## config.mk

```make
export PLATFORM = sky130hd
export DESIGN_NAME = bitm_timer
export DESIGN_NICKNAME = d
export VERILOG_FILES = /design/src/shared/bitm_pkg.sv /design/src/design/bitm_timer.sv
export VERILOG_INCLUDE_DIRS = /design/src /design/src/shared
export SDC_FILE = /design/constraint.sdc
export NUM_CORES = 1
export LEC_CHECK = 0
export BUFFER_PORTS_ARGS = -buffer_cell sky130_fd_sc_hd__buf_2
export CAP_MARGIN = 15
export CELL_PAD_IN_SITES_DETAIL_PLACEMENT = 1
export CELL_PAD_IN_SITES_GLOBAL_PLACEMENT = 2
export CORE_MARGIN = 4
export CORE_UTILIZATION = 40
export DETAILED_ROUTE_END_ITERATION = 8
export GPL_ROUTABILITY_DRIVEN = 0
export GPL_TIMING_DRIVEN = 0
export HOLD_SLACK_MARGIN = 0.12
export PLACE_DENSITY = 0.79
export SKIP_CTS_REPAIR_TIMING = 1
export SYNTH_ARGS = -nofsm -noshare
export SYNTH_HDL_FRONTEND = slang
export SYNTH_SLANG_ARGS = --single-unit
export TNS_END_PERCENT = 100
```

## constraint.sdc

```tcl
create_clock -name clock -period 6.2 [get_ports clock]
set_clock_uncertainty 0.2 [all_clocks]
set_input_delay 0.62 -clock clock [delete_from_list [all_inputs] [get_ports clock]]
set_output_delay 0.62 -clock clock [all_outputs]
set_load 0.02 [all_outputs]
```

## src/shared/bitm_defines.svh

```systemverilog
// Address map, field positions and command codes of the interval timer
`ifndef BITM_DEFINES_SVH
`define BITM_DEFINES_SVH

// ****************************************************************
// Register byte addresses
// ****************************************************************
`define BITM_ADDR_CNT0       8'h40
`define BITM_ADDR_CNT1       8'h41
`define BITM_ADDR_CNT2       8'h42
`define BITM_ADDR_CTRL       8'h43
`define BITM_ADDR_IRQ_STATUS 8'h44
`define BITM_ADDR_IRQ_CLEAR  8'h45
`define BITM_ADDR_IRQ_ENABLE 8'h46

// ****************************************************************
// Control byte fields
// ****************************************************************
`define BITM_CW_SEL          7:6
`define BITM_CW_RW           5:4
`define BITM_CW_MODE         3:1
`define BITM_CW_BCD          0
`define BITM_RB_NO_COUNT     5
`define BITM_RB_NO_STATUS    4
`define BITM_SEL_READBACK    2'h3

// ****************************************************************
// Byte access codes
// ****************************************************************
`define BITM_RW_LATCH        2'h0
`define BITM_RW_LSB          2'h1
`define BITM_RW_MSB          2'h2
`define BITM_RW_BOTH         2'h3

// ****************************************************************
// Reset values
// ****************************************************************
`define BITM_COUNT_RESET     16'h0000
`define BITM_BYTE_RESET      8'h00
`define BITM_IRQ_RESET       3'h0

`endif

```

## src/shared/bitm_pkg.sv

```systemverilog
// Types shared by the interval timer
package bitm_pkg;

    // ****************************************************************
    // Counter operating modes, in control byte order
    // ****************************************************************
    typedef enum logic [2:0] {
        bitm_mode_terminal,
        bitm_mode_oneshot,
        bitm_mode_rate,
        bitm_mode_square,
        bitm_mode_soft_strobe,
        bitm_mode_hard_strobe
    } bitm_mode_t;

endpackage

```

## src/design/bitm_timer.sv

```systemverilog
// Three-counter programmable interval timer with byte register port
//
// Contract
// Three independent 16-bit down counters, binary or BCD as programmed.
// One shared control logic reads, writes and configures all counters.
// Six modes per counter, numbered 0 to 5.
// All counters run from one shared count clock of 1.19318 MHz.
// Counter 0, gate always on, drives the system tick interrupt.
// Counter 1, gate always on, drives the refresh request.
// Counter 2 is gated by speaker enable and drives the tone.
// Each counter has control, status, count element, input and output latches.
// Output level follows programmed mode and count element state.
// Control address write loads control: counter, command, format.
// Status lets software watch a counter and read back its control.
// Count element loads from one or two data bytes per format.
// Count element loads or decrements on count clock falling edge.
// Loaded zero is maximum count; binary wraps zero to FFFFH.
// Counters read/write at own data addresses; control is write-only.
// Host writes control then initial count before trusting outputs.
// Control bits 7:4 counter/command, 3:1 mode, 0 BCD.
// Latched count holds until read or reprogram, then follows counter.
// Inactive gate holds the count in counting modes.
//
// Local design decision: the plain strobed port.
`timescale 1ns/1ps
`include "bitm_defines.svh"

module bitm_timer
    import bitm_pkg::*;
#(
    parameter int ADDR_WIDTH = 8
) (
    // Clock and reset
    input  wire logic                  clock,
    input  wire logic                  rst_n,
    // Register port
    input  wire logic [ADDR_WIDTH-1:0] addr,
    input  wire logic [7:0]            wdata,
    input  wire logic                  wr_en,
    input  wire logic                  rd_en,
    output logic      [7:0]            rdata,
    // Pins
    input  wire logic                  shared_count_clock,
    input  wire logic                  speaker_gate_enable,
    output wire logic                  tick_interrupt_out,
    output wire logic                  refresh_request,
    output wire logic                  speaker_tone,
    output wire logic                  timer_irq
);

    // ****************************************************************
    // Helpers
    // ****************************************************************
    function automatic logic [15:0] dec1(input logic [15:0] v, input logic bcd);
        logic [15:0] r;
        logic        borrow;
        r      = v;
        borrow = 1'b1;
        if (!bcd) begin
            r = v - 16'h0001;
        end else begin
            for (int d = 0; d < 4; d++) begin
                if (borrow) begin
                    if (v[d*4 +: 4] == 4'h0) begin
                        r[d*4 +: 4] = 4'h9;
                    end else begin
                        r[d*4 +: 4] = v[d*4 +: 4] - 4'h1;
                        borrow      = 1'b0;
                    end
                end
            end
        end
        return r;
    endfunction

    function automatic bitm_mode_t norm_mode(input logic [2:0] m);
        logic [2:0] r;
        r = m[1] ? {1'b0, m[1:0]} : m;
        return bitm_mode_t'(r);
    endfunction

    // ****************************************************************
    // Pin synchronisers
    // ****************************************************************
    logic cclk_s1;
    logic cclk_s2;
    logic cclk_s3;
    logic spk_s1;
    logic spk_s2;
    logic tick;

    always_ff @(posedge clock or negedge rst_n) begin
        if (!rst_n) begin
            cclk_s1 <= 1'b0;
            cclk_s2 <= 1'b0;
            cclk_s3 <= 1'b0;
        end else begin
            cclk_s1 <= shared_count_clock;
            cclk_s2 <= cclk_s1;
            cclk_s3 <= cclk_s2;
        end
    end

    always_ff @(posedge clock or negedge rst_n) begin
        if (!rst_n) begin
            spk_s1 <= 1'b0;
            spk_s2 <= 1'b0;
        end else begin
            spk_s1 <= speaker_gate_enable;
            spk_s2 <= spk_s1;
        end
    end

    // Falling edge of the shared count clock
    assign tick = cclk_s3 & ~cclk_s2;

    // ****************************************************************
    // Shared command decode
    // ****************************************************************
    logic       ctrl_wr;
    logic       readback;
    logic [7:0] cnt_rbyte [3];
    wire  [2:0] cnt_out;
    wire  [2:0] cnt_event;

    assign ctrl_wr  = wr_en && (addr == `BITM_ADDR_CTRL);
    assign readback = (wdata[`BITM_CW_SEL] == `BITM_SEL_READBACK);

    // ****************************************************************
    // Counters
    // ****************************************************************
    genvar i;
    generate
        for (i = 0; i < 3; i++) begin : gen_cnt
            bitm_mode_t  mode;
            logic        bcd;
            logic [1:0]  rw;
            logic [15:0] cr;
            logic [7:0]  count_in_low_latch;
            logic        wr_hi;
            logic        load_pend;
            logic        trig_pend;
            logic        null_cnt;
            logic        fired;
            logic [15:0] ce;
            logic        out;
            logic        out_q;
            logic        gate;
            logic        gate_q;
            logic        cnt_latched;
            logic [15:0] ol;
            logic        st_latched;
            logic [7:0]  st;
            logic        rd_hi;
            logic        prog;
            logic        latch_cmd;
            logic        status_cmd;
            logic        data_wr;
            logic        data_rd;
            logic        new_count;
            logic [15:0] view;

            // Counters 0 and 1 always enabled, counter 2 by speaker enable
            assign gate = (i == 2) ? spk_s2 : 1'b1;

            // One decode path serves every counter
            assign prog       = ctrl_wr && !readback && (wdata[`BITM_CW_SEL] == i)
                                && (wdata[`BITM_CW_RW] != `BITM_RW_LATCH);
            assign latch_cmd  = ctrl_wr && (readback
                                ? (!wdata[`BITM_RB_NO_COUNT] && wdata[i+1])
                                : ((wdata[`BITM_CW_SEL] == i)
                                   && (wdata[`BITM_CW_RW] == `BITM_RW_LATCH)));
            assign status_cmd = ctrl_wr && readback && !wdata[`BITM_RB_NO_STATUS]
                                && wdata[i+1];
            assign data_wr    = wr_en && (addr == (`BITM_ADDR_CNT0 + i));
            assign data_rd    = rd_en && (addr == (`BITM_ADDR_CNT0 + i));
            assign new_count  = data_wr && ((rw != `BITM_RW_BOTH) || wr_hi);

            // Control register
            always_ff @(posedge clock or negedge rst_n) begin
                if (!rst_n) begin
                    mode <= bitm_mode_terminal;
                    bcd  <= 1'b0;
                    rw   <= `BITM_RW_BOTH;
                end else if (prog) begin
                    mode <= norm_mode(wdata[`BITM_CW_MODE]);
                    bcd  <= wdata[`BITM_CW_BCD];
                    rw   <= wdata[`BITM_CW_RW];
                end
            end

            // Input latches
            always_ff @(posedge clock or negedge rst_n) begin
                if (!rst_n) begin
                    cr                 <= `BITM_COUNT_RESET;
                    count_in_low_latch <= `BITM_BYTE_RESET;
                    wr_hi              <= 1'b0;
                end else if (prog) begin
                    wr_hi <= 1'b0;
                end else if (data_wr) begin
                    case (rw)
                        `BITM_RW_LSB: begin
                            cr <= {8'h00, wdata};
                        end
                        `BITM_RW_MSB: begin
                            cr <= {wdata, 8'h00};
                        end
                        default: begin
                            if (!wr_hi) begin
                                count_in_low_latch <= wdata;
                                wr_hi              <= 1'b1;
                            end else begin
                                cr    <= {wdata, count_in_low_latch};
                                wr_hi <= 1'b0;
                            end
                        end
                    endcase
                end
            end

            // Gate and output edge detect
            always_ff @(posedge clock or negedge rst_n) begin
                if (!rst_n) begin
                    gate_q <= 1'b0;
                    out_q  <= 1'b0;
                end else begin
                    gate_q <= gate;
                    out_q  <= out;
                end
            end

            // Counting element and output
            always_ff @(posedge clock or negedge rst_n) begin
                if (!rst_n) begin
                    ce        <= `BITM_COUNT_RESET;
                    out       <= 1'b0;
                    load_pend <= 1'b0;
                    trig_pend <= 1'b0;
                    null_cnt  <= 1'b1;
                    fired     <= 1'b0;
                end else if (prog) begin
                    load_pend <= 1'b0;
                    trig_pend <= 1'b0;
                    null_cnt  <= 1'b1;
                    fired     <= 1'b0;
                    out       <= (norm_mode(wdata[`BITM_CW_MODE]) != bitm_mode_terminal);
                end else begin
                    if (tick) begin
                        case (mode)
                            bitm_mode_oneshot, bitm_mode_hard_strobe: begin
                                if (trig_pend) begin
                                    ce        <= cr;
                                    trig_pend <= 1'b0;
                                    load_pend <= 1'b0;
                                    null_cnt  <= 1'b0;
                                    fired     <= 1'b0;
                                    out       <= (mode != bitm_mode_oneshot);
                                end else begin
                                    ce <= dec1(ce, bcd);
                                    if (ce == 16'h0001 && !fired) begin
                                        fired <= 1'b1;
                                        out   <= (mode == bitm_mode_oneshot);
                                    end else if (mode == bitm_mode_hard_strobe) begin
                                        out <= 1'b1;
                                    end
                                end
                            end
                            default: begin
                                if (load_pend) begin
                                    ce        <= (mode == bitm_mode_square)
                                                 ? {cr[15:1], 1'b0} : cr;
                                    load_pend <= 1'b0;
                                    null_cnt  <= 1'b0;
                                    fired     <= 1'b0;
                                    out       <= (mode != bitm_mode_terminal);
                                end else if (!gate) begin
                                    // Count holds; rate and square force high
                                    if (mode == bitm_mode_rate || mode == bitm_mode_square) begin
                                        out <= 1'b1;
                                    end
                                end else begin
                                    case (mode)
                                        bitm_mode_rate: begin
                                            if (ce == 16'h0001) begin
                                                ce  <= cr;
                                                out <= 1'b1;
                                            end else begin
                                                ce  <= dec1(ce, bcd);
                                                out <= (ce != 16'h0002);
                                            end
                                        end
                                        bitm_mode_square: begin
                                            if (ce == 16'h0002) begin
                                                ce  <= {cr[15:1], 1'b0};
                                                out <= ~out;
                                            end else begin
                                                ce <= dec1(dec1(ce, bcd), bcd);
                                            end
                                        end
                                        bitm_mode_soft_strobe: begin
                                            ce <= dec1(ce, bcd);
                                            if (ce == 16'h0001 && !fired) begin
                                                fired <= 1'b1;
                                                out   <= 1'b0;
                                            end else begin
                                                out <= 1'b1;
                                            end
                                        end
                                        default: begin
                                            ce <= dec1(ce, bcd);
                                            if (ce == 16'h0001) begin
                                                out <= 1'b1;
                                            end
                                        end
                                    endcase
                                end
                            end
                        endcase
                    end
                    if (new_count) begin
                        load_pend <= 1'b1;
                        null_cnt  <= 1'b1;
                        if (mode == bitm_mode_terminal) begin
                            out <= 1'b0;
                        end
                    end
                    if (gate && !gate_q) begin
                        trig_pend <= 1'b1;
                    end
                end
            end

            // Output latches and status latch
            always_ff @(posedge clock or negedge rst_n) begin
                if (!rst_n) begin
                    ol          <= `BITM_COUNT_RESET;
                    cnt_latched <= 1'b0;
                    st          <= `BITM_BYTE_RESET;
                    st_latched  <= 1'b0;
                    rd_hi       <= 1'b0;
                end else if (prog) begin
                    cnt_latched <= 1'b0;
                    st_latched  <= 1'b0;
                    rd_hi       <= 1'b0;
                end else begin
                    if (data_rd) begin
                        if (st_latched) begin
                            st_latched <= 1'b0;
                        end else if (rw != `BITM_RW_BOTH || rd_hi) begin
                            cnt_latched <= 1'b0;
                            rd_hi       <= 1'b0;
                        end else begin
                            rd_hi <= 1'b1;
                        end
                    end
                    if (latch_cmd && !cnt_latched) begin
                        ol          <= ce;
                        cnt_latched <= 1'b1;
                    end
                    if (status_cmd && !st_latched) begin
                        st         <= {out, null_cnt, rw, mode, bcd};
                        st_latched <= 1'b1;
                    end
                end
            end

            // Byte presented on a data read
            assign view         = cnt_latched ? ol : ce;
            assign cnt_rbyte[i] = st_latched ? st
                                  : ((rw == `BITM_RW_MSB) || (rw == `BITM_RW_BOTH && rd_hi))
                                  ? view[15:8] : view[7:0];
            assign cnt_out[i]   = out;
            assign cnt_event[i] = out & ~out_q;
        end
    endgenerate

    assign tick_interrupt_out = cnt_out[0];
    assign refresh_request    = cnt_out[1];
    assign speaker_tone       = cnt_out[2];

    // ****************************************************************
    // Interrupt status, clear and enable
    // ****************************************************************
    logic [2:0] irq_status;
    logic [2:0] irq_enable;

    always_ff @(posedge clock or negedge rst_n) begin
        if (!rst_n) begin
            irq_status <= `BITM_IRQ_RESET;
        end else if (wr_en && addr == `BITM_ADDR_IRQ_CLEAR) begin
            irq_status <= (irq_status & ~wdata[2:0]) | cnt_event;
        end else begin
            irq_status <= irq_status | cnt_event;
        end
    end

    always_ff @(posedge clock or negedge rst_n) begin
        if (!rst_n) begin
            irq_enable <= `BITM_IRQ_RESET;
        end else if (wr_en && addr == `BITM_ADDR_IRQ_ENABLE) begin
            irq_enable <= wdata[2:0];
        end
    end

    assign timer_irq = |(irq_status & irq_enable);

    // ****************************************************************
    // Read data
    // ****************************************************************
    always_ff @(posedge clock or negedge rst_n) begin
        if (!rst_n) begin
            rdata <= `BITM_BYTE_RESET;
        end else if (rd_en) begin
            if (addr == `BITM_ADDR_CNT0) begin
                rdata <= cnt_rbyte[0];
            end else if (addr == `BITM_ADDR_CNT1) begin
                rdata <= cnt_rbyte[1];
            end else if (addr == `BITM_ADDR_CNT2) begin
                rdata <= cnt_rbyte[2];
            end else if (addr == `BITM_ADDR_IRQ_STATUS) begin
                rdata <= {5'h00, irq_status};
            end else if (addr == `BITM_ADDR_IRQ_ENABLE) begin
                rdata <= {5'h00, irq_enable};
            end else begin
                rdata <= `BITM_BYTE_RESET; // control is write-only
            end
        end else begin
            rdata <= `BITM_BYTE_RESET;
        end
    end

endmodule

```

==> results.md, run 1 <==
* Post-synth EDFFs at 0
* Sequential power share at 0.280
* Syn Nets at 2285
* Post-route cell area at 20700 um^2
* Initial antenna violation count at 1
* Crit path max fanout at 10
* Mapped Cells at 2236
* First-pass iteration count of the detailed router at 7
* Fillers at 5594
* IO Pins at 34
* WL final at 75800 um
* Maximum vdd ir drop at 224 uV
* Critical Path End Type: flop
* Core Region at 46500 um^2
* Syn avg cell area at 8.38 um^2
* DP Area at 19700 um^2
* Synth Warn # at 0
* Clock H-tree levels at 1
* Combinational share of power at 0.469
* Clock power share at 0.251
* Top-area cell type share of the netlist area at 0.336
* Final Max Tran Viols at 0
* Final setup TNS at 0 ps
* Ys async rst share at 1.00
* Register Area at 6540 um^2
* Final net count at 2357
* LEAKAGE at 8.12 nW
* Min Tclk post-route at 5430 ps
* Synthesized cell area at 18700 um^2
* Hold Path Class: reg -> reg
* Post-route ant nets at 0
* Share of cells above drive strength 1 at 0.109
* CTS sink cnt at 261
* Cell variety after synth at 86
* CTS root buf: clkbuf_16
* Vias in the first global route at 18.7k
* First-pass GRT wire length at 116000 um
* PortBufs at 31
* Predominant post-synthesis flop cell: dfrtp_1
* Final worst-path cycle share at 0.876
* Starting Density at 0.403
* Die Height at 224 um
* Clk slew on worst S/H paths at 60 ps
* Clk buf depth at 3
* Die area at 50400 um^2
* Post-DR vias/cell at 6.27
* Cell type with the largest total area after synthesis: dfrtp_1
* Total track usage at 0.293
* Fin. Hold Viols at 0
* PwrDens at 346 nW/um^2
* Vias at 18.4k
* Clk Latency, worst-skew pair at 580 ps
* Critical path launch point type: flop
* Die Wd at 224 um
* Least-Margin Pin Slew at 1190 ps
* Type of the worst setup path: reg -> reg
* WL/cell at 25.8 um
* RSZ-0062 raised after global routing: no
* Relative max-transition margin at 0.202
* MaxCap Viol Count at 0
* Global route overflow at 0
* Area of the multi-input gates at 11300 um^2
* Area growth, synth to finish at 10.7%
* Req. time, crit path at 6440 ps
* DR iter-0 viols at 1364
* CTS tree: built
* Sw frac at 0.432
* DRC Markers at 0
* Dominant cells by area after synthesis: dfrtp_1 (34%), o21ai_0 (6.4%), nand2_1 (5.2%), mux2_2 (4.9%), nor2_1 (3.5%)
* Outcome: completed
* Int Power at 4.08 mW
* Num CTS Buffers at 29
* HPWL after detailed placement at 58300 um
* FF+latch count, synth at 261
* Register area share after synthesis at 0.349
* Final setup fails at 0
* Max Clk Rate at 184 MHz
* Switching power at 3.10 mW
* CP Data Arrival Time at 5680 ps
* Row Count at 79
* N_diodes at 0
* Largest net degree at the start of global routing at 106
[flip-flops by register name, indices dropped and copies added, names as in the netlist, 6 cells and up]
signal                      cells
gen_cnt.count_in_low_latch     24
gen_cnt.cr                     48
gen_cnt.mode                    9
gen_cnt.ol                     48
gen_cnt.ce                     48
gen_cnt.rw                      6
gen_cnt.st                     24
rdata                           8
[power groups by stage]
stage	registers, mW	clock network [mW]	logic (mW)
final	2.01	1.80	3.37
after global routing	2.03	1.90	3.64
after CTS	2.01	1.82	3.31
after detailed placement	2.03	0	3.28
after global placement	2.03	0	3.19
after floorplan	1.98	0	2.26
[cell type report]
type | instances | area share
multi-input combinational | 1743 | 0.545
sequential | 261 | 0.315
clock buffer | 40 | 0.0389
tap | 607 | 0.0366
buffer | 180 | 0.0338
timing repair buffer | 41 | 0.0135
inverter | 52 | 0.00941
clock inverter | 11 | 0.00778
[cell usage in the layout (no fill, tap or decap), types with 20 or more instances in the layout]
cell | Yosys | layout
a21oi_1 | 132 | 132
inv_1 | 47 | 47
dfrtp_1 | 252 | 252
mux4_2 | 24 | 24
nand2_1 | 261 | 261
o211ai_1 | 29 | 29
clkbuf_16 | 0 | 29
buf_2 | 8 | 40
nor2_1 | 177 | 177
xor2_1 | 21 | 21
o22ai_1 | 37 | 37
nor3_1 | 54 | 54
nand3_1 | 56 | 56
clkbuf_1 | 159 | 166
a22oi_1 | 28 | 28
o21ai_0 | 240 | 240
nand2b_1 | 34 | 34
ha_1 | 27 | 27
a221oi_1 | 20 | 20
xnor2_1 | 53 | 53
nor4_1 | 29 | 29
a31oi_1 | 32 | 32
mux2i_1 | 52 | 52
mux2_2 | 81 | 81
[synth_stat cells (34+ instances only)]
master	number
xnor2_1	53
nor2_1	177
mux2_2	81
nand2b_1	34
nand3_1	56
nor3_1	54
clkbuf_1	159
mux2i_1	52
a21oi_1	132
o21ai_0	240
nand2_1	261
dfrtp_1	252
o22ai_1	37
inv_1	47
[worst max-delay path: stages (launching register included)]
cell and delay (ps):
dfrtp_1 420, clkbuf_1 280, inv_1 260, ha_1 290, nor3b_1 790, mux2_2 410
a221oi_1 900, nand3_1 130, or4b_1 580, buf_2 190, or4b_1 500, o311a_1 150
o21ai_2 110, a21oi_2 80
[stage by stage]
| stage | hold slack [ps] | setup slack, ps | instances | utilization | power, mW |
|---|---|---|---|---|---|
| floorplan | 124 | 1870 | 2236 | - | 4.24 |
| global placement | 132 | -567 | 2874 | 0.423 | 5.22 |
| detailed placement | 137 | 809 | 2879 | 0.425 | 5.32 |
| CTS | -165 | 783 | 2930 | 0.446 | 7.13 |
| global route | 152 | 502 | 2935 | 0.447 | 7.57 |
| finish | 147 | 766 | 2935 | 0.447 | 7.18 |
[per-layer routing]
metal | part of all wire | GRT usage | vias to the layer above
met5 | 0.000092 | 0 | -
met4 | 0.040 | 0.109 | 2
met3 | 0.052 | 0.0335 | 156
met2 | 0.48 | 0.493 | 556
met1 | 0.43 | 0.390 | 9266
li1 | - | - | 8416
[cells by family after synthesis]
family / synth area share
xor+xnor: 0.0346
compound gates: 0.244
other cells: 0.000200
buf+inv: 0.0478
mux: 0.105
fa+ha+maj: 0.0180
flops: 0.349
simple gates: 0.201
[worst paths after layout]
kind                                         startpoint                             to  slack (ps)  cells past startpoint
min                                   cclk_s1$_DFF_PN0_              cclk_s2$_DFF_PN0_         150                      0
max reg2reg                gen_cnt[1].ce[0]$_DFFE_PN0P_  gen_cnt[1].ce[15]$_DFFE_PN0P_         770                     13
max                        gen_cnt[1].ce[0]$_DFFE_PN0P_  gen_cnt[1].ce[15]$_DFFE_PN0P_         770                     13
max in group asynchronous                         rst_n   gen_cnt[0].cr[6]$_DFFE_PN0P_        4390                      3
min reg2reg                           cclk_s1$_DFF_PN0_              cclk_s2$_DFF_PN0_         150                      0
min in group asynchronous                         rst_n   gen_cnt[1].ce[3]$_DFFE_PN0P_         400                      2
No activity file was read; power rests on OpenSTA's default activity.
==> run 2, diff against run 1 <==
--- a/config.mk
+++ b/config.mk
@@ -17,6 +17,7 @@
 export GPL_TIMING_DRIVEN = 0
 export HOLD_SLACK_MARGIN = 0.12
 export PLACE_DENSITY = 0.79
+export REMOVE_ABC_BUFFERS = 1
 export SKIP_CTS_REPAIR_TIMING = 1
 export SYNTH_ARGS = -nofsm -noshare
 export SYNTH_HDL_FRONTEND = slang
==> results.md, run 2 (synthesis results as in run 1) <==
* Clk slew on worst S/H paths at 60 ps
* Final Max Tran Viols at 0
* First-pass iteration count of the detailed router at 5
* Most frequent cells in the layout: nand2_1 (261), dfrtp_1 (250), o21ai_0 (240)
* Min Tclk post-route at 5450 ps
* Vias in the first global route at 17.9k
* CP Data Arrival Time at 5710 ps
* Global route overflow at 0
* DP Area at 19200 um^2
* Type of the worst setup path: reg -> reg
* Req. time, crit path at 6460 ps
* Final setup fails at 0
* DR iter-0 viols at 1417
* Row Count at 79
* Die Wd at 224 um
* First-pass GRT wire length at 110000 um
* CTS root buf: clkbuf_16
* Clock H-tree levels at 1
* Fin. Hold Viols at 0
* Critical path launch point type: flop
* Max Clk Rate at 183 MHz
* Share of cells above drive strength 1 at 0.123
* Total power at 7.07 mW
* Maximum vdd ir drop at 229 uV
* Critical Path End Type: flop
* RSZ-0062 raised after global routing: no
* Die area at 50400 um^2
* Most common cell after layout, fill and taps aside: nand2_1
* Vias at 17.9k
* N_diodes at 0
* Hold Path Depth at 0
* CTS tree: built
* Num CTS Buffers at 31
* PortBufs at 33
* HPWL after detailed placement at 51700 um
* Crit path max fanout at 13
* WL final at 70600 um
* Hold Path Class: reg -> reg
* Fin cells at 2772
* Clk Latency, worst-skew pair at 580 ps
* PwrDens at 349 nW/um^2
* Core Region at 46500 um^2
* Outcome: completed
* Final setup TNS at 0 ps
* Final net count at 2190
* MaxCap Viol Count at 0
* Largest net degree at the start of global routing at 117
* Die Height at 224 um
* Post-DR vias/cell at 6.45
* R2R depth at 11
* IO Pins at 34
* Initial antenna violation count at 0
* Least-Margin Pin Slew at 1200 ps
* Clk buf depth at 3
* CTS sink cnt at 261
* WL/cell at 25.5 um
* Post-route ant nets at 0
* LEAKAGE at 7.98 nW
* Placed cell count at 2711
* Post-route cell area at 20300 um^2
* Regs by FF count: gen_cnt.ce (48), gen_cnt.cr (48), gen_cnt.ol (48)
* Relative max-transition margin at 0.195
* Starting Density at 0.403
* Final worst-path cycle share at 0.879
* DRC Markers at 0
* Total track usage at 0.273
* Area growth, synth to finish at 8.16%
-- run 2: stage by stage --
stage	worst slack, ps	utilization	hold slack [ps]
final	748	0.436	151
after global routing	586	0.436	160
after CTS	790	0.435	-259
after detailed placement	795	0.413	141
after global placement	-746	0.408	135
after floorplan	1960	-	124
-- run 2: where the power goes --
| group | leakage [nW] | internal (mW) | total [mW] | switching (mW) |
|---|---|---|---|---|
| clock network | 0.509 | 1.09 | 1.87 | 0.774 |
| logic | 4.07 | 1.09 | 2.79 | 1.70 |
| registers | 3.40 | 1.85 | 2.41 | 0.563 |
-- run 2: layout make-up --
cell class,instances,area [um^2]
clock buffers,41,853
clock inverters,16,173
fillers,5479,26200
inverters,52,195
multi-input cells,1743,11300
flip-flops and latches,261,6550
well taps,607,759
repair buffers,52,403
-- run 2: metal layers --
| metal | global-route usage | vias to the layer above | share of wire |
|---|---|---|---|
| met5 | 0 | - | 0 |
| met4 | 0.0779 | 0 | 0.029 |
| met3 | 0.0299 | 116 | 0.055 |
| met2 | 0.440 | 556 | 0.47 |
| met1 | 0.392 | 9141 | 0.45 |
| li1 | - | 8073 | - |
-- run 2: final timing paths --
path / end / startpoint / slack (ps)
min reg2reg: cclk_s2$_DFF_PN0_ / cclk_s1$_DFF_PN0_ / 150
max: gen_cnt[1].ce[15]$_DFFE_PN0P_ / gen_cnt[1].ce[0]$_DFFE_PN0P_ / 750
max reg2reg: gen_cnt[1].ce[15]$_DFFE_PN0P_ / gen_cnt[1].ce[0]$_DFFE_PN0P_ / 750
max in group asynchronous: gen_cnt[2].cr[12]$_DFFE_PN0P_ / rst_n / 4450
min: cclk_s2$_DFF_PN0_ / cclk_s1$_DFF_PN0_ / 150
min in group asynchronous: gen_cnt[0].ol[14]$_DFFE_PN0P_ / rst_n / 350
-- run 2: worst max-delay path, stage by stage (launching register included) --
cell      delay [ps]
dfrtp_1          580
inv_1            280
ha_1             320
nor3b_1          920
mux2_2           420
a221oi_1         850
nand3_1          150
or4b_1           730
or4b_1           550
o311a_1          150
o21ai_2          100
a21oi_2           70
